===== config.mk =====
export PLATFORM = sky130hd
export DESIGN_NAME = isrp_i2c_slave
export DESIGN_NICKNAME = d
export VERILOG_FILES = /design/src/hw/isrp_pkg.sv /design/src/hw/isrp_stream_if.sv /design/src/hw/isrp_sync.sv /design/src/hw/isrp_fifo.sv /design/src/hw/isrp_i2c_slave.sv
export VERILOG_INCLUDE_DIRS = /design/src /design/src/hw
export SDC_FILE = /design/constraint.sdc
export NUM_CORES = 1
export LEC_CHECK = 0
export ABC_AREA = 1
export BUFFER_PORTS_ARGS = -buffer_cell sky130_fd_sc_hd__buf_4
export CAP_MARGIN = 20
export CORE_MARGIN = 1.5
export CORE_UTILIZATION = 40
export DETAILED_ROUTE_END_ITERATION = 6
export PLACE_DENSITY = 0.59
export SETUP_SLACK_MARGIN = 0.05
export SLEW_MARGIN = 25
export SYNTH_ARGS = -nofsm -noshare
export SYNTH_HDL_FRONTEND = slang
export SYNTH_HIERARCHICAL = 1
export SYNTH_SLANG_ARGS = --single-unit

===== constraint.sdc =====
create_clock -name clock -period 3.2 [get_ports clock]
set_clock_uncertainty 0.15 [all_clocks]
set_input_delay 0.16 -clock clock [delete_from_list [all_inputs] [get_ports clock]]
set_output_delay 0.16 -clock clock [all_outputs]
set_load 0.03 [all_outputs]

===== src/hw/isrp_map.svh =====
// Constants of the two-wire slave register port
`ifndef ISRP_MAP_SVH
`define ISRP_MAP_SVH

// ==========================================================
// Bus addresses selected by the strap pin
`define ISRP_DEV_ADDR_LO 7'h5a
`define ISRP_DEV_ADDR_HI 7'h5b

// ==========================================================
// Byte framing
`define ISRP_DATA_BITS   4'h8
`define ISRP_PTR_W       8
`define ISRP_DATA_W      8

// ==========================================================
// Write buffer
`define ISRP_FIFO_W      16
`define ISRP_FIFO_DEPTH  16

// ==========================================================
// Timing: core clock and fastest bus rate
`define ISRP_CLK_HZ      100000000
`define ISRP_FM_HZ       400000
`define ISRP_FMP_HZ      1000000
// Shortest SCL half period in core cycles, rounded down
`define ISRP_HALF_CYC    (`ISRP_CLK_HZ / (2 * `ISRP_FMP_HZ))

`endif


===== src/hw/isrp_pkg.sv =====
// Types shared by the two-wire slave register port
package isrp_pkg;

    // ==========================================================
    // Bus engine states
    typedef enum logic [2:0]
    {
        st_idle,
        st_rx,
        st_ack,
        st_tx,
        st_mack,
        st_wait
    } isrp_state_t;

    // ==========================================================
    // Meaning of the byte being received
    typedef enum logic [1:0]
    {
        k_addr,
        k_ptr,
        k_data
    } isrp_kind_t;

endpackage


===== src/hw/isrp_stream_if.sv =====
// Valid/ready word stream between the port's own modules
`timescale 1ns/1ps

interface isrp_stream_if
#(
    parameter int W = 16
);
    logic [W-1:0] data;   // Word carried
    logic         valid;  // Source offers a word
    logic         ready;  // Sink takes it

    // Producer side
    modport src
    (
        output data,
        output valid,
        input  ready
    );

    // Consumer side
    modport snk
    (
        input  data,
        input  valid,
        output ready
    );
endinterface


===== src/hw/isrp_sync.sv =====
// Three-stage pin synchroniser with agreement filter
`timescale 1ns/1ps

module isrp_sync
#(
    parameter int           W       = 1,
    parameter logic [W-1:0] RST_VAL = '0
)
(
    // Clock and reset
    input  wire logic         clock,
    input  wire logic         rst,
    // Raw pins and filtered levels
    input  wire logic [W-1:0] pin,
    output logic      [W-1:0] level
);

    // ==========================================================
    // One chain per bit
    genvar i;
    generate
        for (i = 0; i < W; i++)
        begin : g_bit
            logic s1;  // Metastability catcher, read by s2 only
            logic s2;  // Second stage
            logic s3;  // Third stage

            // Shift chain
            always_ff @(posedge clock or posedge rst)
            begin
                if (rst)
                begin
                    s1 <= RST_VAL[i];
                    s2 <= RST_VAL[i];
                    s3 <= RST_VAL[i];
                end
                else
                begin
                    s1 <= pin[i];
                    s2 <= s1;
                    s3 <= s2;
                end
            end

            // A change counts only once two stages agree
            always_ff @(posedge clock or posedge rst)
            begin
                if (rst)
                    level[i] <= RST_VAL[i];
                else if (s2 == s3)
                    level[i] <= s3;
            end
        end
    endgenerate

endmodule


===== src/hw/isrp_fifo.sv =====
// Flip-flop FIFO with valid/ready on both sides
`timescale 1ns/1ps
`include "isrp_map.svh"

module isrp_fifo
#(
    parameter int W     = `ISRP_FIFO_W,
    parameter int DEPTH = `ISRP_FIFO_DEPTH
)
(
    // Clock and reset
    input  wire logic  clock,
    input  wire logic  rst,
    // Filling and draining sides
    isrp_stream_if.snk push,
    isrp_stream_if.src pop
);

    localparam int AW = $clog2(DEPTH);

    logic [W-1:0] mem [DEPTH];  // Storage
    logic [AW-1:0] wp;          // Write index
    logic [AW-1:0] rp;          // Read index
    logic [AW:0]   count;       // Words held
    logic          do_push;
    logic          do_pop;

    // Honest flags straight from the count
    assign push.ready = (count != (AW+1)'(DEPTH));
    assign pop.valid  = (count != '0);
    assign pop.data   = mem[rp];
    assign do_push    = push.valid && push.ready;
    assign do_pop     = pop.valid && pop.ready;

    // ==========================================================
    // Storage write, no reset needed on data
    always_ff @(posedge clock)
    begin
        if (do_push)
            mem[wp] <= push.data;
    end

    // Indices and fill level
    always_ff @(posedge clock or posedge rst)
    begin
        if (rst)
        begin
            wp    <= '0;
            rp    <= '0;
            count <= '0;
        end
        else
        begin
            if (do_push)
                wp <= wp + 1'b1;
            if (do_pop)
                rp <= rp + 1'b1;
            count <= count + (AW+1)'(do_push) - (AW+1)'(do_pop);
        end
    end

    // ==========================================================
    // Checks
    a_fifo_full_block: assert property (
        @(posedge clock) disable iff (rst)
        count == (AW+1)'(DEPTH) |-> !push.ready && pop.valid)
        else $error("fifo accepts while full");

    a_fifo_count_step: assert property (
        @(posedge clock) disable iff (rst)
        do_push && !do_pop |=> count == $past(count) + 1'b1)
        else $error("fifo count did not rise on push");

endmodule


===== src/hw/isrp_i2c_slave.sv =====
// Two-wire bus slave port with pointer and buffered writes
//
// Functional notes
// - Slave only, up to fast mode plus.
// - Strap pin picks between two addresses.
// - Transmitter changes SDA only while SCL low.
// - START/STOP are SDA edges with SCL high.
// - Repeated START behaves exactly as START.
// - Nine clocks per byte, MSB first.
// - Receiver pulls SDA low to acknowledge.
// - No limit on bytes per transaction.
// - First byte is address plus direction flag.
// - Write sends register pointer, device acknowledges.
// - Device acknowledges every byte when written.
// - Written byte stored, pointer then increments.
// - Read returns pointer register, then increments if the master acks.
`timescale 1ns/1ps
`include "isrp_map.svh"

module isrp_i2c_slave
(
    // Clock and reset
    input  wire logic       clock,
    input  wire logic       rst,
    // Two-wire bus, open drain
    input  wire logic       scl_i,
    output logic            scl_o,
    output logic            scl_oe,
    input  wire logic       sda_i,
    output logic            sda_o,
    output logic            sda_oe,
    // Address strap
    input  wire logic       addr_sel,
    // Register write stream
    output logic            wr_valid,
    input  wire logic       wr_ready,
    output logic [7:0]      wr_ptr,
    output logic [7:0]      wr_data,
    // Register read port
    output logic [7:0]      rd_ptr,
    input  wire logic [7:0] rd_data,
    output logic            rd_take,
    // Status
    output logic            busy
);

    // ==========================================================
    // Pin sampling
    logic [2:0] pins_f;    // Filtered {strap, scl, sda}
    logic       scl_f;     // Filtered SCL
    logic       sda_f;     // Filtered SDA
    logic       strap_f;   // Filtered strap
    logic       scl_q;     // SCL one cycle back
    logic       sda_q;     // SDA one cycle back

    // Bus idles high, so the SCL and SDA filter bits start high; the strap bit starts low
    isrp_sync #(.W(3), .RST_VAL(3'h3)) u_sync
    (
        .clock (clock),
        .rst   (rst),
        .pin   ({addr_sel, scl_i, sda_i}),
        .level (pins_f)
    );

    assign strap_f = pins_f[2];
    assign scl_f   = pins_f[1];
    assign sda_f   = pins_f[0];

    // Previous filtered levels for edge finding
    always_ff @(posedge clock or posedge rst)
    begin
        if (rst)
        begin
            scl_q <= 1'b1;
            sda_q <= 1'b1;
        end
        else
        begin
            scl_q <= scl_f;
            sda_q <= sda_f;
        end
    end

    // ==========================================================
    // Bus events
    logic scl_rise;   // SCL went high
    logic scl_fall;   // SCL went low
    logic start_ev;   // START or repeated START
    logic stop_ev;    // STOP

    assign scl_rise = scl_f && !scl_q;
    assign scl_fall = !scl_f && scl_q;
    // SDA edges with SCL high on both samples
    assign start_ev = scl_f && scl_q && sda_q && !sda_f;
    assign stop_ev  = scl_f && scl_q && !sda_q && sda_f;

    // Own address from the strap
    logic [6:0] own_addr;
    assign own_addr = strap_f ? `ISRP_DEV_ADDR_HI : `ISRP_DEV_ADDR_LO;

    // ==========================================================
    // Engine state
    isrp_pkg::isrp_state_t state;   // Phase of the byte
    isrp_pkg::isrp_kind_t  kind;    // What the byte means
    logic [3:0]            bitcnt;  // Rising edges this byte
    logic [7:0]            shreg;   // Shift register
    logic                  is_read; // Direction flag latched
    logic                  pend;    // Data byte awaiting buffer
    logic [7:0]            ptr;     // Register pointer
    logic                  byte_end;
    logic                  ptr_adv; // Master acked a read byte

    // Eight bits taken, ninth clock comes next
    assign byte_end = scl_fall && (bitcnt == `ISRP_DATA_BITS);

    // ==========================================================
    // Write buffer between bus and register file
    isrp_stream_if #(.W(`ISRP_FIFO_W)) wr_in ();
    isrp_stream_if #(.W(`ISRP_FIFO_W)) wr_out ();

    isrp_fifo #(.W(`ISRP_FIFO_W), .DEPTH(`ISRP_FIFO_DEPTH)) u_fifo
    (
        .clock (clock),
        .rst   (rst),
        .push  (wr_in.snk),
        .pop   (wr_out.src)
    );

    // Store at the current pointer
    assign wr_in.data   = {ptr, shreg};
    assign wr_in.valid  = pend;
    assign wr_out.ready = wr_ready;
    assign wr_valid     = wr_out.valid;
    assign wr_ptr       = wr_out.data[15:8];
    assign wr_data      = wr_out.data[7:0];

    // ==========================================================
    // Main sequencer; START and STOP override any phase
    always_ff @(posedge clock or posedge rst)
    begin
        if (rst)
        begin
            state <= isrp_pkg::st_idle;
            kind  <= isrp_pkg::k_addr;
        end
        else if (start_ev)
        begin
            // Repeated START handled like START
            state <= isrp_pkg::st_rx;
            kind  <= isrp_pkg::k_addr;
        end
        else if (stop_ev)
            state <= isrp_pkg::st_idle;
        else
        begin
            unique case (state)
                isrp_pkg::st_idle,
                isrp_pkg::st_wait:
                    // Only START or STOP leaves these
                    state <= state;
                isrp_pkg::st_rx:
                    if (byte_end)
                    begin
                        // Address match decides presence
                        if (kind == isrp_pkg::k_addr &&
                            shreg[7:1] != own_addr)
                            state <= isrp_pkg::st_wait;
                        else
                            state <= isrp_pkg::st_ack;
                    end
                isrp_pkg::st_ack:
                    if (scl_fall)
                    begin
                        // Ninth clock over; choose next phase
                        if (kind == isrp_pkg::k_addr && is_read)
                            state <= isrp_pkg::st_tx;
                        else
                            state <= isrp_pkg::st_rx;
                        if (kind == isrp_pkg::k_addr && !is_read)
                            kind <= isrp_pkg::k_ptr;
                        else
                            kind <= isrp_pkg::k_data;
                    end
                isrp_pkg::st_tx:
                    if (byte_end)
                        state <= isrp_pkg::st_mack;
                isrp_pkg::st_mack:
                    if (scl_fall)
                    begin
                        // Master NACK ends our turn
                        if (ptr_adv)
                            state <= isrp_pkg::st_tx;
                        else
                            state <= isrp_pkg::st_wait;
                    end
            endcase
        end
    end

    // ==========================================================
    // Bit counter, cleared per byte so any length works
    always_ff @(posedge clock or posedge rst)
    begin
        if (rst)
            bitcnt <= '0;
        else if (start_ev || byte_end)
            bitcnt <= '0;
        else if (scl_rise && (state == isrp_pkg::st_rx ||
                              state == isrp_pkg::st_tx))
            bitcnt <= bitcnt + 1'b1;
        else if (scl_fall && state == isrp_pkg::st_ack)
            bitcnt <= '0;
    end

    // ==========================================================
    // Shift register: MSB first both ways
    logic load_tx;   // Fetch a byte for the master
    assign load_tx = scl_fall &&
        ((state == isrp_pkg::st_ack && kind == isrp_pkg::k_addr &&
          is_read) || (state == isrp_pkg::st_mack && ptr_adv));
    assign rd_take = load_tx;
    assign rd_ptr  = ptr;

    always_ff @(posedge clock or posedge rst)
    begin
        if (rst)
            shreg <= '0;
        else if (load_tx)
            shreg <= rd_data;
        else if (state == isrp_pkg::st_rx && scl_rise)
            shreg <= {shreg[6:0], sda_f};
        else if (state == isrp_pkg::st_tx && scl_fall && !byte_end)
            // Shift only after SCL falls
            shreg <= {shreg[6:0], 1'b0};
    end

    // Direction flag of the address byte
    always_ff @(posedge clock or posedge rst)
    begin
        if (rst)
            is_read <= 1'b0;
        else if (state == isrp_pkg::st_rx && byte_end &&
                 kind == isrp_pkg::k_addr)
            is_read <= shreg[0];
    end

    // ==========================================================
    // Pending write: SCL is stretched while buffer is full
    always_ff @(posedge clock or posedge rst)
    begin
        if (rst)
            pend <= 1'b0;
        else if (state == isrp_pkg::st_rx && byte_end &&
                 kind == isrp_pkg::k_data)
            pend <= 1'b1;
        else if (wr_in.ready)
            pend <= 1'b0;
    end

    // ==========================================================
    // Pointer: loaded by the pointer byte, bumped after each buffered write byte and each master-acked read byte
    always_ff @(posedge clock or posedge rst)
    begin
        if (rst)
            ptr_adv <= 1'b0;
        else if (state == isrp_pkg::st_mack && scl_rise)
            ptr_adv <= !sda_f;
        else if (state != isrp_pkg::st_mack)
            ptr_adv <= 1'b0;
    end

    always_ff @(posedge clock or posedge rst)
    begin
        if (rst)
            ptr <= '0;
        else if (state == isrp_pkg::st_rx && byte_end &&
                 kind == isrp_pkg::k_ptr)
            ptr <= shreg;
        else if (pend && wr_in.ready)
            ptr <= ptr + 1'b1;
        else if (state == isrp_pkg::st_mack && scl_rise && !sda_f)
            ptr <= ptr + 1'b1;
    end

    // ==========================================================
    // Open-drain drive; only ever pulls low
    assign sda_o  = 1'b0;
    assign scl_o  = 1'b0;
    // Hold SCL low rather than drop a byte when buffer fills
    assign scl_oe = pend;
    // ACK low on ninth clock, data bit while sending
    assign sda_oe = (state == isrp_pkg::st_ack) ||
                    (state == isrp_pkg::st_tx && !shreg[7]);
    assign busy   = (state != isrp_pkg::st_idle);

    // ==========================================================
    // Checks
    a_sda_stable_high: assert property (
        @(posedge clock) disable iff (rst)
        scl_f && scl_q && !start_ev && !stop_ev
            |-> $stable(sda_oe))
        else $error("SDA drive changed while SCL high");

    a_addr_match_ack: assert property (
        @(posedge clock) disable iff (rst)
        state == isrp_pkg::st_rx && kind == isrp_pkg::k_addr &&
        byte_end && shreg[7:1] == own_addr && !start_ev && !stop_ev
            |=> state == isrp_pkg::st_ack && sda_oe)
        else $error("own address not acknowledged");

    a_foreign_release: assert property (
        @(posedge clock) disable iff (rst)
        state == isrp_pkg::st_wait |-> !sda_oe && !scl_oe)
        else $error("bus driven for foreign address");

    a_start_rearms: assert property (
        @(posedge clock) disable iff (rst)
        start_ev |=> state == isrp_pkg::st_rx &&
            kind == isrp_pkg::k_addr && bitcnt == 4'h0)
        else $error("START did not rearm address phase");

    a_stop_goes_idle: assert property (
        @(posedge clock) disable iff (rst)
        stop_ev && !start_ev |=> state == isrp_pkg::st_idle)
        else $error("STOP did not free the port");

    a_nine_clocks: assert property (
        @(posedge clock) disable iff (rst)
        state == isrp_pkg::st_rx && byte_end && !start_ev && !stop_ev
            |=> state != isrp_pkg::st_rx && bitcnt == 4'h0)
        else $error("byte did not end after eight bits");

    a_write_advance: assert property (
        @(posedge clock) disable iff (rst)
        pend && wr_in.ready |=> ptr == $past(ptr) + 8'h01 &&
            !pend)
        else $error("pointer not advanced after write");

    a_read_advance: assert property (
        @(posedge clock) disable iff (rst)
        state == isrp_pkg::st_mack && scl_rise && !sda_f
            |=> ptr == $past(ptr) + 8'h01 && ptr_adv)
        else $error("pointer not advanced after read ack");

    a_ptr_loaded: assert property (
        @(posedge clock) disable iff (rst)
        state == isrp_pkg::st_rx && kind == isrp_pkg::k_ptr &&
        byte_end ##1 !start_ev
            |-> ptr == $past(shreg) && sda_oe)
        else $error("pointer byte not taken");

endmodule


==> impl_results.md <==
- Outcome: complete, no violations
- Area of the mapped netlist: 13900 um2
- Crit start category: flip-flop
- H-tree depth: 2
- Largest net degree at the start of global routing: 87
- Ratio of cells with drive above 1 in the final layout: 0.125
- Avg Inst Size Synth: 9.92 um2
- Pwr per Cell Area: roughly 850 nW/um2
- Reg-to-Reg Start: u_fifo/count[2]
- Met2 Usage GRT: 0.308
- Worst-skew pair later-pin latency: 510 ps
- CTS Buf Count: 35
- R2R Setup Slk: around 590 ps
- Footprint of the multi-input gates: 3900 um2
- Rows: 68
- Setup repair after global routing missed its margin: no
- Fin. max-slew vios: 0
- Max Cap Viol: 0
- Arrival time worst endpoint: 2510 ps
- Die X: 189 um
- WL final: 32.4 mm
- CTS Root Buffer Type: clkbuf_16
- GRT Max-Usage Layer: met2
- VDD IR max: 458 uV
- DRC errors left: 0
- Hold Path Class: input pin to async pin
- GRT Util Overall: 0.186
- Clk slew on worst S/H paths: 50 ps
- Final nets: 1511
- Slew of the pin with the lowest slew margin: about 860 ps
- Largest fanout on the critical path: 57
- CTS max path bufs: 3
- Hpwl dp: 19.9 mm
- WS Path Type: flip-flop to output pin
- YS warnings: 6
- Area grow syn2layout: 15.6%
- Fin crit share: 0.881
- Sequential cell area: 9080 um2
- Post-DR wirelength/cell: 16.5 um
- Most common cell after layout, fill and taps aside: nand2_1
- Static Leakage: 6.99 nW
- Cell count after synthesis: 1399
- Seq cells post-synth: ~310
- CTS Hold Bufs: 13
- Commonest non-fill, non-tap cells in the layout: 527 x nand2_1, 256 x edfxtp_1, 146 x inv_1, 127 x nand3_1, 119 x nor2_1
- Final core occ: 0.466
- CTS tree: done
- GRT met3 Usage: 0.0276
- Final ANT Viol Nets: 0
- Port bufs: 42
- Setup TNS: 0 ps
- Rel. slew slack: 0.429
- Synth cell types: 34
- Chip Height: 189 um
- Reg2reg path depth: 15
- Total grt overflow: 0
- Drt pass-1 iters: 5
- Min Hold Slack: 75.8 ps
- Minimum clock period: 2820 ps
- Fill cells: 3225
- Via count: 9440
- Via/cell ratio: just under 5
- Starting Density: 0.404
- First-pass GRT wire length: 51.4 mm
- Worst R2R End: u_fifo/count[4]
- Post-CTS sizing: 0
- Met1 Resource Use GR: 0.253
- CP Capture Type: output pin
- Max Freq: 0.355 GHz
- Die footprint: between 30000 and 40000 um2
- IO Pins: 45
- Clock Sinks: between 300 and 400
- Final Setup Violations: 0
- N_diodes: 0
- 1st-iter DRT viols: 641
- CP Data Required Time: 2890 ps
- Routability congestion estimate: 0.815
- Sequential element share of the synthesized area: 0.654
- Vias in the first global route: slightly above 9000
- Initial antenna violation count: 0
- Fin. Hold Viols: 0
- Post-CTS Setup Inserts: 0
- Core area: 34400 um2
## critical path, stage by stage (launching register included)
cell and delay (ps):
dfrtp_4 610, inv_4 270, buf_12 320, nand2_1 80, nand3_1 80, nand2_1 50
nor2_1 220, nand2_1 80, nand2_1 90, buf_4 160
## area by class of cell
cell class | count | area share
sequential | 311 | 0.566
multi-input combinational | 882 | 0.243
clock buffer | 46 | 0.0599
timing repair buffer | 97 | 0.0490
inverter | 155 | 0.0364
tap | 455 | 0.0355
clock inverter | 17 | 0.00936
## synthesized netlist by cell type
library cell | n | share of area
dfstp_2 | 10 | 0.019
nor2_1 | 135 | 0.037
buf_6 | 11 | 0.0089
inv_4 | 1 | 0.00045
nor2_2 | 2 | 0.00090
nor2_4 | 3 | 0.0024
xnor2_1 | 5 | 0.0032
nor3_2 | 2 | 0.0014
xor2_1 | 10 | 0.0063
a21oi_1 | 7 | 0.0025
inv_1 | 146 | 0.040
conb_1 | 1 | 0.00027
o22ai_1 | 2 | 0.00090
fa_1 | 1 | 0.0014
nand2_4 | 3 | 0.0024
nand2_2 | 6 | 0.0027
o21ai_0 | 13 | 0.0047
nand2_1 | 527 | 0.14
inv_2 | 7 | 0.0019
nand4_1 | 11 | 0.0050
buf_2 | 21 | 0.0076
ha_1 | 14 | 0.013
nor2_8 | 1 | 0.0014
dfrtp_1 | 45 | 0.081
nand3_1 | 127 | 0.046
buf_4 | 13 | 0.0070
clkinv_1 | 1 | 0.00027
nand3b_1 | 2 | 0.0011
edfxtp_1 | 256 | 0.55
nand3_2 | 2 | 0.0014
o21ai_1 | 4 | 0.0014
buf_1 | 3 | 0.00081
clkbuf_1 | 4 | 0.0011
nor3_1 | 3 | 0.0011
## worst max path at each step
stage / startpoint / end / slack (ps) / depth (start not counted)
after floorplan: u_fifo/count[3] / u_fifo/count[4] / 400 / 14
after global placement: u_fifo/count[3] / u_fifo/count[4] / 620 / 14
after detailed placement: u_fifo/count[2] / u_fifo/mem[13][8] / 570 / 8
after CTS: u_fifo/rp[0] / wr_ptr[3] / 360 / 8
after global routing: u_fifo/rp[0] / wr_ptr[3] / 190 / 8
final: u_fifo/rp[0] / wr_ptr[3] / 380 / 9
## through the flow
step | total power, W | setup WS [ps] | instance area (um2) | cells
floorplan | 0.00840 | 404 | 13900 | 1400
detailed placement | 0.00998 | 574 | 14800 | 1887
global route | 0.0145 | 187 | 16000 | 1963
finish | 0.0137 | 380 | 16000 | 1963
CTS | 0.0139 | 356 | 16000 | 1963
global placement | 0.00994 | 622 | 14800 | 1887
## logic make-up (layout without fill, tap and decap cells)
family          Yosys count  in the layout  share of synthesized area
compound gates           26             26                    0.00956
xor+xnor                 15             15                    0.00947
fa+ha+maj                15             15                     0.0141
buf+inv                 207            315                     0.0676
flops                   311            311                      0.654
other cells               1              2                   0.000270
simple gates            824            824                      0.245
## power breakdown
group | switching [W] | internal, W
clock network | 0.00156 | 0.00229
registers | 0.000215 | 0.00482
logic | 0.00338 | 0.00144
## state kept, by name, summed over array words and instances, names as in the netlist, 4 cells and up
signal	count
bitcnt	4
shreg	8
u_fifo/count	5
u_fifo/rp	4
u_fifo/mem	256
rd_ptr	8
u_fifo/wp	4
## routing by layer
layer  share of wire  routed length (um)
met1            0.45               14500
met2            0.48               15400
met3           0.051                1650
met4           0.027                 863
met5               0                   0
No activity file was read; power rests on OpenSTA's default activity.
